`src/common/uhi_pkg.sv`:
```
// uart host interface: shared constants, types and the bit-period function
// assumes a single core clock of 25 MHz; rates are defined against 27.12 MHz
package uhi_pkg;

	// clocks, in kHz; the bit period is set in ticks of the reference clock
	localparam logic [31:0] CORE_CLK_KHZ = 32'h0000_61a8; // 25000
	localparam logic [31:0] SYS_REF_KHZ = 32'h0000_69f0; // 27120

	// serial rate register layout and reset value (115.2 kbit/s)
	localparam logic [7:0] RATE_RESET = 8'h7a;
	localparam int RATE_EXP_MSB = 7;
	localparam int RATE_EXP_LSB = 5;
	localparam int RATE_DIV_MSB = 4;
	localparam int RATE_DIV_LSB = 0;
	localparam logic [12:0] DIV_ADD_LOW = 13'h0001;
	localparam logic [12:0] DIV_ADD_HIGH = 13'h0021;

	// internal address of the serial rate register
	localparam logic [6:0] RATE_REG_ADDR = 7'h3b;

	// mode-and-address byte layout
	localparam int MODE_BIT = 0;
	localparam int ADDR_MSB = 7;
	localparam int ADDR_LSB = 1;

	// character framing: start, eight data, stop
	localparam logic [3:0] FRAME_BITS = 4'ha;
	localparam logic [3:0] STOP_INDEX = 4'h9;

	// receive buffer
	localparam int FIFO_WIDTH = 8;
	localparam int FIFO_DEPTH = 8;

	// cycles after reset release before the interface-select pins are caught
	localparam logic [2:0] SEL_SETTLE = 3'h4;

	typedef enum logic [2:0] {
		ST_IDLE = 3'b000,
		ST_READ_WAIT = 3'b001,
		ST_READ_FETCH = 3'b010,
		ST_READ_SEND = 3'b011,
		ST_WRITE_DATA = 3'b100
	} uhi_state_type;

	// bit period in reference-clock ticks
	function automatic logic [12:0] uhi_bit_ticks(input logic [7:0] rate);
		logic [2:0] e;
		logic [12:0] d;
		e = rate[RATE_EXP_MSB:RATE_EXP_LSB];
		d = {8'h00, rate[RATE_DIV_MSB:RATE_DIV_LSB]};
		if (e == 3'h0) begin
			return d + DIV_ADD_LOW;
		end
		return (d + DIV_ADD_HIGH) << (e - 3'h1);
	endfunction

endpackage

```
`src/common/uhi_stream_if.sv`:
```
// uart host interface: valid/ready stream carrier between top and buffer
// assumes both ends run on the same clock
interface uhi_stream_if #(parameter int WIDTH = 8);
	logic wr_valid;
	logic wr_ready;
	logic [WIDTH-1:0] wr_data;
	logic rd_valid;
	logic rd_ready;
	logic [WIDTH-1:0] rd_data;

	modport buffer (
		input wr_valid, wr_data, rd_ready,
		output wr_ready, rd_valid, rd_data
	);
	modport user (
		output wr_valid, wr_data, rd_ready,
		input wr_ready, rd_valid, rd_data
	);
endinterface

```
`src/design/uhi_uart_host.sv`:
```
// uart host interface: serial register access for an external host controller
// assumes the register file sits outside and answers a read strobe one cycle later
//
// Notes on behaviour
// - after reset the link runs at 115.2 kbit/s until the rate register is rewritten.
// - with exponent zero the bit rate is 27.12 MHz over divisor plus one.
// - with nonzero exponent it is 27.12 MHz over divisor plus 33, over two to exponent less one.
// - each character is a low start bit, eight data bits and a high stop bit.
// - bytes travel least significant bit first with no parity.
// - a read is one mode-and-address byte answered by one character of register data.
// - a write is address byte then data byte, and the address byte is echoed back.
// - the data byte is accepted whatever the echo's progress.
// - bit 0 of the first byte is 1 for read, 0 for write, bits 7 to 1 the address.
// - the uart is selected when both select pins are low after reset; rx is pin 0, tx pin 2.
module uhi_uart_host
	import uhi_pkg::*;
(
	// clock and reset
	input wire logic core_clk,
	input wire logic rst_b,
	// host pins
	input wire logic host_pin_0,
	output logic host_pin_2,
	input wire logic host_pin_3,
	input wire logic host_select_0,
	input wire logic host_select_1,
	// register file access
	output logic [6:0] reg_addr,
	output logic reg_wr_strobe,
	output logic [7:0] reg_wr_data,
	output logic reg_rd_strobe,
	input wire logic [7:0] reg_rd_data,
	// status
	output logic uart_selected,
	output logic [7:0] serial_rate_register,
	output logic rx_overrun,
	output logic rx_frame_error
);
	// pin synchronisers: three stages, level taken when stages two and three agree
	logic [2:0] rx_sync;
	logic [2:0] trig_sync;
	logic [2:0] sel0_sync;
	logic [2:0] sel1_sync;
	logic rx_level;
	logic trig_level;
	logic sel0_level;
	logic sel1_level;

	always_ff @(posedge core_clk or negedge rst_b) begin
		if (!rst_b) begin
			rx_sync <= 3'h7;
			trig_sync <= 3'h0;
			sel0_sync <= 3'h7;
			sel1_sync <= 3'h7;
			rx_level <= 1'b1;
			trig_level <= 1'b0;
			sel0_level <= 1'b1;
			sel1_level <= 1'b1;
		end else begin
			rx_sync <= {rx_sync[1:0], host_pin_0};
			trig_sync <= {trig_sync[1:0], host_pin_3};
			sel0_sync <= {sel0_sync[1:0], host_select_0};
			sel1_sync <= {sel1_sync[1:0], host_select_1};
			if (rx_sync[1] == rx_sync[2]) rx_level <= rx_sync[2];
			if (trig_sync[1] == trig_sync[2]) trig_level <= trig_sync[2];
			if (sel0_sync[1] == sel0_sync[2]) sel0_level <= sel0_sync[2];
			if (sel1_sync[1] == sel1_sync[2]) sel1_level <= sel1_sync[2];
		end
	end

	// select pins caught once, after the synchronisers have settled
	logic [2:0] settle;
	logic sel_done;

	always_ff @(posedge core_clk or negedge rst_b) begin
		if (!rst_b) begin
			settle <= 3'h0;
			sel_done <= 1'b0;
			uart_selected <= 1'b0;
		end else if (!sel_done) begin
			if (settle == SEL_SETTLE) begin
				sel_done <= 1'b1;
				uart_selected <= !sel0_level && !sel1_level;
			end else begin
				settle <= settle + 3'h1;
			end
		end
	end

	// bit period as a fractional count: reference ticks scaled to core cycles
	logic [31:0] bit_limit;
	assign bit_limit = {19'h0, uhi_bit_ticks(serial_rate_register)} * CORE_CLK_KHZ;

	// transmitter
	logic tx_busy;
	logic tx_start;
	logic [7:0] tx_byte;
	logic [8:0] tx_shift;
	logic [3:0] tx_count;
	logic [31:0] tx_acc;
	logic [31:0] tx_sum;
	logic tx_hit;

	assign tx_sum = tx_acc + SYS_REF_KHZ;
	assign tx_hit = tx_sum >= bit_limit;

	// one bit per period; line idles high
	always_ff @(posedge core_clk or negedge rst_b) begin
		if (!rst_b) begin
			tx_busy <= 1'b0;
			tx_shift <= 9'h1ff;
			tx_count <= 4'h0;
			tx_acc <= 32'h0;
			host_pin_2 <= 1'b1;
		end else if (tx_start) begin
			tx_busy <= 1'b1;
			tx_shift <= {1'b1, tx_byte};
			tx_count <= FRAME_BITS;
			tx_acc <= 32'h0;
			host_pin_2 <= 1'b0;
		end else if (tx_busy) begin
			tx_acc <= tx_hit ? tx_sum - bit_limit : tx_sum;
			if (tx_hit) begin
				if (tx_count == 4'h1) begin
					tx_busy <= 1'b0;
				end else begin
					host_pin_2 <= tx_shift[0];
					tx_shift <= {1'b1, tx_shift[8:1]};
					tx_count <= tx_count - 4'h1;
				end
			end
		end
	end

	// receiver: samples at mid-bit, counting from the start edge
	logic rx_busy;
	logic rx_prev;
	logic [3:0] rx_index;
	logic [7:0] rx_shift;
	logic [31:0] rx_acc;
	logic [31:0] rx_sum;
	logic rx_hit;
	logic rx_push;
	logic [7:0] rx_word;
	uhi_stream_if #(.WIDTH(FIFO_WIDTH)) rx_stream ();

	assign rx_sum = rx_acc + SYS_REF_KHZ;
	assign rx_hit = rx_sum >= bit_limit;

	always_ff @(posedge core_clk or negedge rst_b) begin
		if (!rst_b) begin
			rx_busy <= 1'b0;
			rx_prev <= 1'b1;
			rx_index <= 4'h0;
			rx_shift <= 8'h00;
			rx_acc <= 32'h0;
			rx_push <= 1'b0;
			rx_word <= 8'h00;
			rx_frame_error <= 1'b0;
		end else begin
			rx_prev <= rx_level;
			rx_push <= 1'b0;
			rx_frame_error <= 1'b0;
			if (!rx_busy) begin
				// a falling edge realigns the half-period phase
				if (uart_selected && rx_prev && !rx_level) begin
					rx_busy <= 1'b1;
					rx_index <= 4'h0;
					rx_acc <= bit_limit >> 1;
				end
			end else begin
				rx_acc <= rx_hit ? rx_sum - bit_limit : rx_sum;
				if (rx_hit) begin
					rx_index <= rx_index + 4'h1;
					if (rx_index == 4'h0) begin
						rx_busy <= !rx_level; // glitch, not a start bit
					end else if (rx_index == STOP_INDEX) begin
						rx_busy <= 1'b0;
						rx_push <= rx_level;
						rx_word <= rx_shift;
						rx_frame_error <= !rx_level;
					end else begin
						rx_shift <= {rx_level, rx_shift[7:1]};
					end
				end
			end
		end
	end

	// the serial line cannot be held off, so a full buffer loses the byte
	assign rx_stream.wr_valid = rx_push;
	assign rx_stream.wr_data = rx_word;

	always_ff @(posedge core_clk or negedge rst_b) begin
		if (!rst_b) begin
			rx_overrun <= 1'b0;
		end else begin
			rx_overrun <= rx_push && !rx_stream.wr_ready;
		end
	end

	uhi_fifo #(
		.WIDTH(FIFO_WIDTH),
		.DEPTH(FIFO_DEPTH)
	) u_rx_fifo (
		.core_clk(core_clk),
		.rst_b(rst_b),
		.port(rx_stream)
	);

	// command sequencer
	uhi_state_type state;
	logic [7:0] head;
	logic take;
	logic is_rate;

	// a new command waits for the transmitter so its answer can go out
	assign rx_stream.rd_ready = (state == ST_IDLE && !tx_busy && !tx_start)
		|| state == ST_WRITE_DATA;
	assign take = rx_stream.rd_valid && rx_stream.rd_ready;
	assign head = rx_stream.rd_data;
	assign is_rate = (reg_addr == RATE_REG_ADDR);

	always_ff @(posedge core_clk or negedge rst_b) begin
		if (!rst_b) begin
			state <= ST_IDLE;
			reg_addr <= 7'h00;
			reg_wr_strobe <= 1'b0;
			reg_wr_data <= 8'h00;
			reg_rd_strobe <= 1'b0;
			tx_start <= 1'b0;
			tx_byte <= 8'h00;
			serial_rate_register <= RATE_RESET;
		end else begin
			reg_wr_strobe <= 1'b0;
			reg_rd_strobe <= 1'b0;
			tx_start <= 1'b0;
			case (state)
				ST_IDLE: begin
					if (take) begin
						reg_addr <= head[ADDR_MSB:ADDR_LSB];
						if (head[MODE_BIT]) begin
							state <= ST_READ_WAIT;
						end else begin
							tx_start <= 1'b1;
							tx_byte <= head;
							state <= ST_WRITE_DATA;
						end
					end
				end
				ST_READ_WAIT: begin
					if (trig_level) begin
						reg_rd_strobe <= !is_rate;
						state <= ST_READ_FETCH;
					end
				end
				ST_READ_FETCH: begin
					state <= ST_READ_SEND;
				end
				ST_READ_SEND: begin
					tx_start <= 1'b1;
					tx_byte <= is_rate ? serial_rate_register : reg_rd_data;
					state <= ST_IDLE;
				end
				ST_WRITE_DATA: begin
					// data may arrive while the echo is still on the line
					if (take) begin
						if (is_rate) begin
							serial_rate_register <= head;
						end else begin
							reg_wr_strobe <= 1'b1;
						end
						reg_wr_data <= head;
						state <= ST_IDLE;
					end
				end
				default: begin
					state <= ST_IDLE;
				end
			endcase
		end
	end
endmodule

```
`src/design/uhi_fifo.sv`:
```
// uart host interface: small first-in first-out buffer with registered read data
// assumes one clock and an asynchronous active-low reset
module uhi_fifo
	import uhi_pkg::*;
#(
	parameter int WIDTH = 8,
	parameter int DEPTH = 8
) (
	// clock and reset
	input wire logic core_clk,
	input wire logic rst_b,
	// stream both sides
	uhi_stream_if.buffer port
);
	localparam int PW = $clog2(DEPTH);
	localparam logic [PW:0] FULL_COUNT = (PW + 1)'(DEPTH);
	localparam logic [PW-1:0] LAST_PTR = PW'(DEPTH - 1);

	logic [WIDTH-1:0] mem [DEPTH];
	logic [PW-1:0] wr_ptr;
	logic [PW-1:0] rd_ptr;
	logic [PW:0] mem_count;
	logic push;
	logic take;

	// output stage refills whenever it is empty or being drained
	assign port.wr_ready = (mem_count != FULL_COUNT);
	assign push = port.wr_valid && port.wr_ready;
	assign take = (mem_count != '0) && (!port.rd_valid || port.rd_ready);

	// storage array, no reset needed on data
	always_ff @(posedge core_clk) begin
		if (push) begin
			mem[wr_ptr] <= port.wr_data;
		end
	end

	// pointers and occupancy
	always_ff @(posedge core_clk or negedge rst_b) begin
		if (!rst_b) begin
			wr_ptr <= '0;
			rd_ptr <= '0;
			mem_count <= '0;
		end else begin
			if (push) begin
				wr_ptr <= (wr_ptr == LAST_PTR) ? '0 : wr_ptr + 1'b1;
			end
			if (take) begin
				rd_ptr <= (rd_ptr == LAST_PTR) ? '0 : rd_ptr + 1'b1;
			end
			mem_count <= mem_count + (PW + 1)'(push) - (PW + 1)'(take);
		end
	end

	// registered read word
	always_ff @(posedge core_clk or negedge rst_b) begin
		if (!rst_b) begin
			port.rd_valid <= 1'b0;
			port.rd_data <= '0;
		end else if (take) begin
			port.rd_valid <= 1'b1;
			port.rd_data <= mem[rd_ptr];
		end else if (port.rd_ready) begin
			port.rd_valid <= 1'b0;
		end
	end
endmodule

```
`config.mk`:
```
export PLATFORM = sky130hd
export DESIGN_NAME = uhi_uart_host
export DESIGN_NICKNAME = d
export VERILOG_FILES = /design/src/common/uhi_pkg.sv /design/src/common/uhi_stream_if.sv /design/src/design/uhi_uart_host.sv /design/src/design/uhi_fifo.sv
export SDC_FILE = /design/constraint.sdc
export NUM_CORES = 1
export LEC_CHECK = 0
export BUFFER_PORTS_ARGS = -buffer_cell sky130_fd_sc_hd__buf_2
export CAP_MARGIN = 40
export CORE_MARGIN = 2
export CORE_UTILIZATION = 44
export CTS_BUF_LIST = sky130_fd_sc_hd__clkbuf_4
export DETAILED_ROUTE_END_ITERATION = 16
export HOLD_SLACK_MARGIN = 0.08
export PLACE_DENSITY_LB_ADDON = 0.08
export SLEW_MARGIN = 5
export SYNTH_ARGS = -nofsm -noshare
export SYNTH_HDL_FRONTEND = slang
export SYNTH_SLANG_ARGS = --single-unit
```
`constraint.sdc`:
```
create_clock -name core_clk -period 29.6 [get_ports core_clk]
set_clock_uncertainty 0.2 [all_clocks]
set_input_delay 2.96 -clock core_clk [delete_from_list [all_inputs] [get_ports core_clk]]
set_output_delay 2.96 -clock core_clk [all_outputs]
set_load 0.01 [all_outputs]
```
# After elaboration in Yosys (flattened, before gate mapping)
# Memory sizes are Yosys's and may differ from the RTL's. A register that Yosys moved wholly into a read port is not among the register bits.
# Cells that the tools add are included.
[classes]
n_addsub = 14
n_mul = 1
bitwise_logic = 4
n_eq_ne = 21
shifts = 1
n_mux = 66
order_cmp = 2
reduce_logical = 40
n_div = 0
[ops]
columns = ["operator", "count"]
rows = [
  ["two-way mux 32 bit", 6],
  ["adder 32 x 15 -> 32 bit (second input constant)", 2],
  ["greater-or-equal comparator 32 x 28 -> 1 bit", 2],
  ["subtractor 32 x 28 -> 32 bit", 2],
  ["two-way mux 9 bit", 4],
  ["two-way mux 1 bit", 35],
  ["two-way mux 4 bit", 7],
  ["two-way mux 13 bit", 2],
  ["multiplier 13 x 12 -> 25 bit (second input constant)", 1],
  ["two-way mux 8 bit", 3],
  ["two-way mux 3 bit", 6],
  ["one-hot mux 8 bit (2 select lines)", 1],
  ["left shift 7 x 3 -> 13 bit", 1],
  ["equality test 3 bit (second input constant)", 4],
  ["one-hot mux 3 bit (4 select lines)", 1],
  ["AND reduction 3 bit", 4],
  ["!= test 2 bit (second input constant)", 5],
  ["AND reduction 2 bit", 5],
  ["nonzero test 2 bit", 5],
  ["adder 3 x 1 -> 3 bit (second input constant)", 3],
  ["logical AND 1 bit", 9],
  ["zero test 1 bit", 9],
  ["AND reduction 4 bit", 2],
  ["adder 5 x 6 -> 7 bit (second input constant)", 1],
  ["20 further kinds", 29],
]
[totals]
inputBits = 14
mem_bits_rw = 64
romBits = 0
latchBits = 0
regBits = 173
mem_count = 1
[memory_table]
columns = ["memory", "depth", "word_bits", "read_ports", "rd_clocked_by_memory_dff", "write_ports", "line", "text"]
rows = [
  ["u_rx_fifo.mem", 8, 8, 1, 1, 1, "uhi_fifo.sv:19", "logic [WIDTH-1:0] mem [DEPTH];"],
]

# Longest topological paths before layout
# Gate-level depths: netlist of the first run.
[logic_depth]
ltp_word = 8
ltp_mapped = 41
ltp_nobuf = 38

# By module
# From an unflattened synthesis of the first run, not the netlist that was laid out.
[unflattened]
cells_unflattened = 1777
hier_area_um2 = 17469.3
[modules_own_cells]
columns = ["module", "n_inst", "seq_area_each_um2", "cells_each", "area_each_um2"]
rows = [
  ["uhi_uart_host", 1, 3937.5, 1570, 14029.7],
  ["uhi_fifo", 1, 2397.3, 207, 3439.5],
]

# Worst setup path before layout of the first run
# No wires, ideal clock.
[synth_path]
path_type = "flip-flop to flip-flop"
startpoint = "register serial_rate_register[5]"
endpoint = "register rx_word[0] (netlist: rx_stream.wr_data[0])"
n_path_buf = 3
stages_incl_launch_ff = 40
t_arrival_ns = 9.245
synth_period_minus_slack_ns = 9.570
setup_ns = 0.125
setup_slack_ns = 20.030
cell_sequence = "dfstp_2 -> clkinv_1 -> ha_1 -> clkbuf_1 -> mux2_2 -> mux2_2 -> nor2_1 -> a21oi_1 -> o21ai_0 -> o21ai_0 -> ha_1 -> ha_1 -> inv_1 -> fa_1 -> inv_1 -> fa_1 -> inv_1 -> fa_1 -> (+4 left out) -> o31a_1 -> or3_4 -> and2_4 -> or3_1 -> nand2_1 -> ha_1 -> a21o_1 -> a2111oi_0 -> inv_1 -> o21a_1 -> a221o_1 -> a21o_1 -> a31oi_4 -> nand2b_4 -> buf_6 -> or3_1 -> buf_6 -> mux2_4"
[synth_via]
elab_chain_len = 6
elab_cells_between_ends = 8
[synth_rtl]
columns = ["item", "line", "text"]
rows = [
  ["start: declaration", "uhi_uart_host.sv:35", "output logic [7:0] serial_rate_register,"],
  ["start signal: assignment", "uhi_uart_host.sv:233", "serial_rate_register <= RATE_RESET;"],
  ["start signal: assignment", "uhi_uart_host.sv:269", "serial_rate_register <= head;"],
  ["subtractor 3 x 1 -> 3 bit / zero test 3 bit (equally long branches)", "uhi_pkg.sv:54, uhi_pkg.sv:51", ""],
  ["left shift 7 x 3 -> 13 bit / two-way mux 1 bit (equally long branches)", "uhi_pkg.sv:54, uhi_pkg.sv:51", ""],
  ["two-way mux 13 bit (*)", "uhi_pkg.sv:54", "return (d + DIV_ADD_HIGH) << (e - 3'h1);"],
  ["multiplier 13 x 12 -> 25 bit (*)", "uhi_uart_host.sv:92", "assign bit_limit = {19'h0, uhi_bit_ticks(serial_rate_register)} * CORE_CLK_KHZ;"],
  ["greater-or-equal comparator 32 x 28 -> 1 bit (*)", "uhi_uart_host.sv:148", "assign rx_hit = rx_sum >= bit_limit;"],
  ["AND reduction 4 bit (no source line) (*)", "--", ""],
  ["end signal: assignment", "uhi_uart_host.sv:180", "rx_word <= rx_shift;"],
  ["end: declaration", "uhi_uart_host.sv:144", "logic [7:0] rx_word;"],
]
# Every way passes the cells marked *; elsewhere a longest branch is shown, timed or not.
# A chain may end at the register's enable or synchronous reset.

# Final worst setup path of the first run
[layout_path]
startpoint = "register serial_rate_register[5]"
endpoint = "register rx_word[1] (netlist: rx_stream.wr_data[1])"
# The elaborated chain is that of the path after synthesis.

==> results of run 1 <==
worst max-delay path: cells and delay by family (launching register included):
kind / cells / cell delay (ps)
AO/OA/AOI/OAI: 15 / 3150
XOR/XNOR: 1 / 360
adder cells (fa/ha/maj): 8 / 3680
buffers and inverters: 6 / 580
flip-flops: 1 / 640
multiplexers: 3 / 1030
AND/OR/NAND/NOR: 4 / 1010
state kept, by name (all words and copies together) (netlist names), 4 cells and up:
name,count
u_rx_fifo.port.rd_data,8
u_rx_fifo.mem,64
reg_addr,7
serial_rate_register,8
rx_stream.wr_data,8
tx_acc,29
rx_acc,30
rx_index,4
tx_count,4
tx_shift,8
rx_shift,8
tx_byte,8
reg_wr_data,8
u_rx_fifo.mem_count,4
layout make-up:
type	instances	area, um2	area share, %
multi-input cells	1378	10500	54.3
flip-flops and latches	239	6340	32.7
clock buffers	101	758	3.92
well taps	525	657	3.40
inverters	138	518	2.68
repair buffers	61	414	2.14
clock inverters	26	163	0.841
diodes	2	5.00	0.0259
stage by stage:
| step | setup slack [ps] | util, % | total power [W] | hold WS, ps | instances |
|---|---|---|---|---|---|
| detailed placement | 18810 | 46.5 | 0.00173 | 148 | 2341 |
| floorplan | 20030 | - | 0.00147 | 131 | 1826 |
| global route | 17950 | 48.8 | 0.00225 | 152 | 2470 |
| global placement | 18910 | 46.2 | 0.00171 | 136 | 2335 |
| CTS | 18770 | 48.8 | 0.00207 | 154 | 2468 |
| finish | 18810 | 48.8 | 0.00205 | 151 | 2470 |
power breakdown:
part	leakage (nW)	switching, W	internal, W
Clock	0.542	0.000150	0.000175
Sequential	2.68	0.000115	0.000454
Combinational	5.61	0.000643	0.000515
metal layers:
layer / up-vias / GRT usage, % / share of wire [%]
li1: 6687 / - / -
met1: 6446 / 29.9 / 48
met2: 219 / 34.9 / 47
met3: 44 / 3.08 / 3.7
met4: 0 / 6.31 / 1.6
met5: - / 0 / 0
layout by cell type, fill, tap and decap left out, types with 48 or more instances in the layout:
cell type | netlist | layout
nand2_1 | 157 | 157
clkbuf_4 | 0 | 101
dfrtp_1 | 148 | 147
mux2_2 | 48 | 48
xor2_1 | 61 | 61
inv_1 | 136 | 136
ha_1 | 166 | 166
o21ai_0 | 115 | 115
a21oi_1 | 132 | 132
xnor2_1 | 70 | 70
edfxtp_1 | 64 | 64
nor2_1 | 137 | 137
cell families after synthesis:
| group | share of synthesized area (%) |
|---|---|
| AO/OA/AOI/OAI | 15.3 |
| flip-flops | 35.9 |
| XOR/XNOR | 6.60 |
| adder cells (fa/ha/maj) | 15.5 |
| multiplexers | 8.35 |
| buffers and inverters | 4.70 |
| AND/OR/NAND/NOR | 13.6 |
final timing paths:
kind	end	slack, ps	cells after the start
min in group asynchronous	tx_byte[5]	1880	1
setup reg to reg	rx_stream.wr_data[1]	18810	37
hold / removal	trig_sync[1]	150	0
max in group asynchronous	sel0_level	26560	2
hold reg to reg	trig_sync[1]	150	0
setup / recovery	rx_stream.wr_data[1]	18810	37
==> impl_metrics.tcl, run 1 <==
set metrics [dict create \
    htreeDepth 3 \
    synth_area_per_cell_um2 9.66 \
    finalHoldViolCount 0 \
    status "finished clean" \
    io_pins 43 \
    crit_required_ps 29980 \
    layout-drive-gt1-share_pct 15.5 \
    async_reset_ff_share_pct 73.2 \
    synth_area_leaders "dfrtp_1, ha_1, edfxtp_1" \
    cts_setup_buffers 0 \
    numCtsBuffers 69 \
    nFillCells 3779 \
    hpwl_mm 32.0 \
    min_period_over_period_pct 36.5 \
    antenna_found_initial 1 \
    first_pass_iters 5 \
    timing.fmax_mhz 92.7 \
    core.rowCount 73 \
    period_minus_slack_ps 10790 \
    vias 13396 \
    rsz0062_at_grt "false" \
    cp-start-kind "flop" \
    root_buffer "clkbuf_4" \
    viasPerCell 5.42 \
    drc_errors 0 \
    yosys.area.top_type_share_pct 21.0 \
    grt_overflow 0 \
    synth_area_mm2 0.0176 \
    final_antenna_net_count 0 \
    slew_violations 0 \
    die_height_um 204 \
    clkTransAtPathRegs_ps 70 \
    ys_top_cells_by_count "ha_1, nand2_1, dfrtp_1" \
    maxCapViolCount 0 \
    setup-tns-final_ps 0 \
    grt_pass1_vias 13372 \
    initial_core_util_pct 44.5 \
    cts_resized 0 \
    synth_cells 1826 \
    yosysSeqAreaShare_pct 35.9 \
    regToRegStartpoint "serial_rate_register[5]" \
    cts_hold_buf 0 \
    stdcell_area_mm2 0.0193 \
    cts_tree "built" \
    coreArea_mm2 0.0396 \
    total_leakage_power_nw 8.84 \
    synth_edf_count 64 \
    wire_per_inst_um 17.5 \
    synth.net_count 2037 \
    clock_sinks 239 \
    placed_cell_area_mm2 0.0184 \
    slew_headroom_pct 39.6 \
    cp.arrival_ps 11170 \
    end_kind "flop" \
    synth_cell_type_count 86 \
    grt_util_all_layers_pct 21.5 \
    drt-initial-drc-count 627 \
    p_per_area_mw_per_mm2 106 \
    crit_type "reg2reg" \
    die_area_mm2 0.0417 \
    place_congestion 0.869 \
    cp-startpoint "serial_rate_register[5]" \
    insertion_delay_ps 730 \
    ys.flop_type "dfrtp_1" \
    grt_pass1_wl_mm 71.4 \
    cp_max_fo 17 \
    yosysWarnings 0 \
    synth.most_common_cell "ha_1" \
    setup_viol 0 \
    cp_slowest_stage_delay_ps 690 \
    die_x_um 204 \
    crit_slowest_cell "ha_1" \
    cts_max_path_buffers 3 \
    holdCritPathClass "reg2reg" \
    drt_wl_total_mm 43.2 \
    worst_pin_slew_ps 883 \
    synth_top_cell_by_area "dfrtp_1" \
    ys_ff_latch 239 \
    grt_max_degree 107 \
    hold_start "trig_sync[0]" \
    final_nets 2098 \
    portBuffers 42 \
    vdd_drop_max_uv 53.9 \
    area_growth_pct 9.74 \
]
(Power assumes the default switching activity.)
==> run 2: changes to the inputs <==
- ABC_AREA: not set -> 1
- clock period: 29.6 -> 10.1 ns (I/O delays scaled with it)
==> impl_metrics.tcl, run 2 <==
set metrics [dict create \
    status "finished clean" \
    final_util_pct 48.9 \
    numCtsBuffers 72 \
    ys_top_cells_by_count "nand2_1, inv_1, nor2_1" \
    place_congestion 0.895 \
    largest_reg_flops 64 \
    synth_cells 2333 \
    root_buffer "clkbuf_4" \
    wire_per_inst_um 16.6 \
    cp_max_fo 29 \
    cp-start-kind "flop" \
    end_kind "flop" \
    p_per_area_mw_per_mm2 322 \
    portBuffers 42 \
    mostFrequentLayoutCells "nand2_1, inv_1, nor2_1" \
    ys.flop_type "dfrtp_1" \
    min_period_over_period_pct 90.4 \
    antenna_found_initial 1 \
    crit_required_ps 10570 \
    die_height_um 207 \
    synth_top_cell_by_area "dfrtp_1" \
    die_area_mm2 0.0428 \
    cp_slowest_stage_delay_ps 620 \
    drc_errors 0 \
    top_register "u_rx_fifo.mem" \
    fin_ws_ps 969 \
    crit_type "reg2reg" \
    final_common_cell "nand2_1" \
    synth_area_per_cell_um2 7.76 \
    final_antenna_net_count 0 \
    period_minus_slack_ps 9130 \
    pre_cts_slack_ps 1060 \
    maxCapViolCount 0 \
    worst-path-buf-inv 7 \
    setup_viol 0 \
    synth.net_count 2544 \
    crit_slowest_cell "nor2_4" \
    grt_util_all_layers_pct 24.2 \
    coreArea_mm2 0.0407 \
    drt-initial-drc-count 936 \
    die_x_um 207 \
    ys_ff_latch 239 \
    holdCritPathClass "reg2reg" \
    grt_overflow 0 \
    synth_area_leaders "dfrtp_1, ha_1, nand2_1" \
    finalHoldViolCount 0 \
    async_reset_ff_share_pct 73.2 \
    viasPerCell 5.20 \
    area_growth_pct 10.1 \
    final_nets 2637 \
    grt_pass1_wl_mm 80.7 \
    yosysWarnings 0 \
    slew_headroom_pct 46.5 \
    pwr-share-seq_pct 25.0 \
    cts_max_path_buffers 3 \
    power.internal_w 0.00320 \
    p_sw_w 0.00321 \
    insertion_delay_ps 780 \
    core.rowCount 74 \
    p_total_w 0.00642 \
    drt_wl_total_mm 50.0 \
    grt_max_degree 57 \
    netSwitchingFraction_pct 50.1 \
    layout-drive-gt1-share_pct 11.2 \
    clkTransAtPathRegs_ps 60 \
    synth_cell_type_count 54 \
    fin_cells 3012 \
    setup-tns-final_ps 0 \
    synth_area_mm2 0.0181 \
    clock_sinks 239 \
    pwr-share-comb_pct 59.8 \
    dp.cells 2879 \
    io_pins 43 \
    grt_pass1_vias 15312 \
    timing.fmax_mhz 110 \
    slew_violations 0 \
    cp.arrival_ps 9600 \
    total_leakage_power_nw 9.99 \
    cts_tree "built" \
    initial_core_util_pct 44.4 \
    synth.most_common_cell "nand2_1" \
    cts_resized 0 \
    critPathMostFrequentCell "inv_1" \
    vdd_drop_max_uv 148 \
    p_clk_share_pct 15.3 \
    yosysSeqAreaShare_pct 35.0 \
    synth_edf_count 64 \
    reg.largest.list "u_rx_fifo.mem (64), rx_acc (30), tx_acc (29)" \
    yosys.area.top_type_share_pct 20.5 \
    vias 15660 \
    hpwl_mm 38.4 \
    first_pass_iters 7 \
    critPathTopFamily "adder cells" \
    htreeDepth 3 \
    worst_pin_slew_ps 799 \
    rsz0062_at_grt "false" \
]
==> run 2: cell count changes after synthesis, moves of 48 or more <==
cell	change
nand2_1	+390
mux2_2	-48
nand3_1	+106
o21ai_0	+51
nor2_1	+70
inv_1	+186
==> run 2: path summary, 6_finish.rpt <==
path	start	to	slack [ps]	depth (start not counted)
min in group asynchronous	rst_b	tx_acc[28]	560	2
hold / removal	sel1_sync[0]	sel1_sync[1]	150	0
setup / recovery	serial_rate_register[5]	rx_shift[5]	970	35
setup reg to reg	serial_rate_register[5]	rx_shift[5]	970	35
max in group asynchronous	rst_b	rx_acc[2]	7930	3
hold reg to reg	sel1_sync[0]	sel1_sync[1]	150	0
==> run 2: cells by family after synthesis <==
group	count (synthesis)	share of synthesized area [%]
adder cells (fa/ha/maj)	201	15.1
multiplexers	7	0.387
buffers and inverters	377	8.14
AO/OA/AOI/OAI	384	11.8
flip-flops	239	35.0
XOR/XNOR	114	5.56
AND/OR/NAND/NOR	1011	23.9
==> run 2: power groups by stage <==
| stage | Clock, W | Combinational [W] | Sequential, W |
|---|---|---|---|
| after floorplan | 0 | 0.00289 | 0.00154 |
| after global placement | 0 | 0.00376 | 0.00161 |
| after detailed placement | 0 | 0.00382 | 0.00161 |
| after CTS | 0.00103 | 0.00384 | 0.00160 |
| after global routing | 0.00108 | 0.00435 | 0.00164 |
| final | 0.000979 | 0.00384 | 0.00160 |
==> run 2: metrics by stage <==
step	instance area, um2	hold WS, ps
6_report	19900	154
5_1_grt	19900	136
3_3_place_gp	18800	141
4_1_cts	19900	105
3_5_place_dp	18900	136
2_1_floorplan	18100	131
==> run 2: layer usage <==
layer	vias up	share of wire, %	GRT usage, %
li1	7901	-	-
met1	7309	45	31.8
met2	364	47	39.8
met3	86	4.6	4.19
met4	0	3.5	9.78
met5	-	0	0
==> run 2: final cells by class <==
type                    count  area, um2
diodes                      1       2.50
clock buffers             115        863
clock inverters            12       80.1
fillers                  4170      20800
inverters                 336       1260
multi-input cells        1717      10300
flip-flops and latches    239       6330
well taps                 532        666
repair buffers             60        415
==> run 2: timing repair <==
action / in CTS / in global routing
setup buffers: 0 / 0
hold buffers: 4 / 0
hold endpoints to repair: 54 / 0
==> run 3: changes to the inputs <==
- PLACE_DENSITY_LB_ADDON: 0.08 -> 0.3
- clock period: 10.1 -> 11.78 ns (I/O delays scaled with it)
==> impl_metrics.tcl, run 3 (synthesized netlist as in run 2, its figures left out) <==
set metrics [dict create \
    slew_violations 0 \
    cp.arrival_ps 9810 \
    cp-start-kind "flop" \
    drt_wl_total_mm 50.2 \
    cts_setup_buffers 0 \
    grt_pass1_wl_mm 81.7 \
    initial_core_util_pct 44.4 \
    status "finished clean" \
    cts_tree "built" \
    io_pins 43 \
    crit_required_ps 12230 \
    vdd_drop_max_uv 203 \
    hpwl_mm 38.7 \
    dp.cells 2882 \
    core.rowCount 74 \
    drc_errors 0 \
    cts_max_path_buffers 3 \
    slew_headroom_pct 43.1 \
    mostFrequentLayoutCells "nand2_1, inv_1, nor2_1" \
    wire_per_inst_um 16.7 \
    die_area_mm2 0.0428 \
    root_buffer "clkbuf_4" \
    htreeDepth 3 \
    area_growth_pct 9.82 \
    total_leakage_power_nw 9.97 \
    largest_reg_flops 64 \
    crit_type "reg2reg" \
    layout-drive-gt1-share_pct 11.1 \
    final_common_cell "nand2_1" \
    worst_pin_slew_ps 850 \
    top_register "u_rx_fifo.mem" \
    drt-initial-drc-count 1270 \
    reg.largest.list "u_rx_fifo.mem (64), rx_acc (30), tx_acc (29)" \
    place_congestion 0.974 \
    final_antenna_net_count 0 \
    coreArea_mm2 0.0407 \
    die_x_um 207 \
    cp_slowest_stage_delay_ps 650 \
    clkTransAtPathRegs_ps 70 \
    insertion_delay_ps 770 \
    cts_resized 0 \
    portBuffers 42 \
    period_minus_slack_ps 9360 \
    crit_slowest_cell "nor4_1" \
    final_nets 2633 \
    viasPerCell 5.27 \
    first_pass_iters 8 \
    p_per_area_mw_per_mm2 277 \
    grt_pass1_vias 15792 \
    numCtsBuffers 70 \
    p_total_w 0.00550 \
    cts_hold_buf 0 \
    vias 15870 \
    cp_max_fo 24 \
    die_height_um 207 \
    fin_cells 3009 \
    grt_overflow 0 \
    grt_util_all_layers_pct 24.4 \
    critPathMostFrequentCell "inv_1" \
    rsz0062_at_grt "false" \
    hold_start "sel1_sync[0]" \
    end_kind "flop" \
    antenna_found_initial 1 \
    fin_ws_ps 2420 \
    grt_max_degree 100 \
    setup_viol 0 \
    timing.fmax_mhz 107 \
    holdCritPathClass "reg2reg" \
    regToRegStartpoint "serial_rate_register[5]" \
    setup-tns-final_ps 0 \
    pre_cts_slack_ps 2580 \
    finalHoldViolCount 0 \
    clock_sinks 239 \
    cp-startpoint "serial_rate_register[5]" \
    min_period_over_period_pct 79.5 \
    maxCapViolCount 0 \
]
==> run 3: changes by cell type in the layout (fill, tap and decap cells not counted), sizes merged <==
| cell | change |
|---|---|
| clkinv | +8 |
| dlygate4sd3 | -4 |
| buf | +2 |
| clkbuf | -10 |
| inv | +1 |
==> run 3: worst paths after layout <==
path | end | slack (ps) | cells past startpoint
setup reg to reg | rx_acc[27] | 2420 | 37
min in group asynchronous | reg_wr_data[3] | 310 | 1
setup / recovery | rx_acc[27] | 2420 | 37
hold / removal | sel1_sync[1] | 140 | 0
max in group asynchronous | sel1_sync[0] | 9710 | 3
hold reg to reg | sel1_sync[1] | 140 | 0
==> run 3: layout make-up <==
class | count | area, um2
Multi-Input combinational cell | 1717 | 10300
Tap cell | 532 | 666
Clock buffer | 105 | 788
Timing Repair Buffer | 58 | 399
Antenna cell | 1 | 2.50
Fill cell | 4035 | 20900
Inverter | 336 | 1260
Sequential cell | 239 | 6330
Clock inverter | 21 | 126
==> run 3: routing by layer <==
| metal | GRT usage (%) | part of all wire, % | up-vias |
|---|---|---|---|
| met4 | 8.61 | 2.8 | 0 |
| met3 | 4.14 | 4.5 | 97 |
| met2 | 41.9 | 49 | 377 |
| met1 | 30.9 | 44 | 7512 |
| li1 | - | - | 7884 |
| met5 | 0 | 0 | - |
==> run 3: metrics by stage <==
step	instance area, um2	utilization (%)	hold WS [ps]
after global routing	19900	48.8	158
final	19900	48.8	145
after detailed placement	19000	46.5	142
after CTS	19900	48.8	145
after floorplan	18100	-	131
after global placement	18800	46.2	146
==> run 3: critical path, delay by kind of cell, from the launching register on <==
kind | cells | cell delay (ps)
adder cells (fa/ha/maj) | 8 | 3210
AND/OR/NAND/NOR | 14 | 2900
AO/OA/AOI/OAI | 5 | 1190
buffers and inverters | 9 | 860
flip-flops | 1 | 610
XOR/XNOR | 1 | 240
==> run 3: report_power, final <==
group / leakage [nW] / internal, W / switching (W)
sequential: 2.72 / 0.00113 / 0.000245
combinational: 6.70 / 0.00116 / 0.00215
clock: 0.543 / 0.000432 / 0.000381
total: 9.97 / 0.00272 / 0.00278
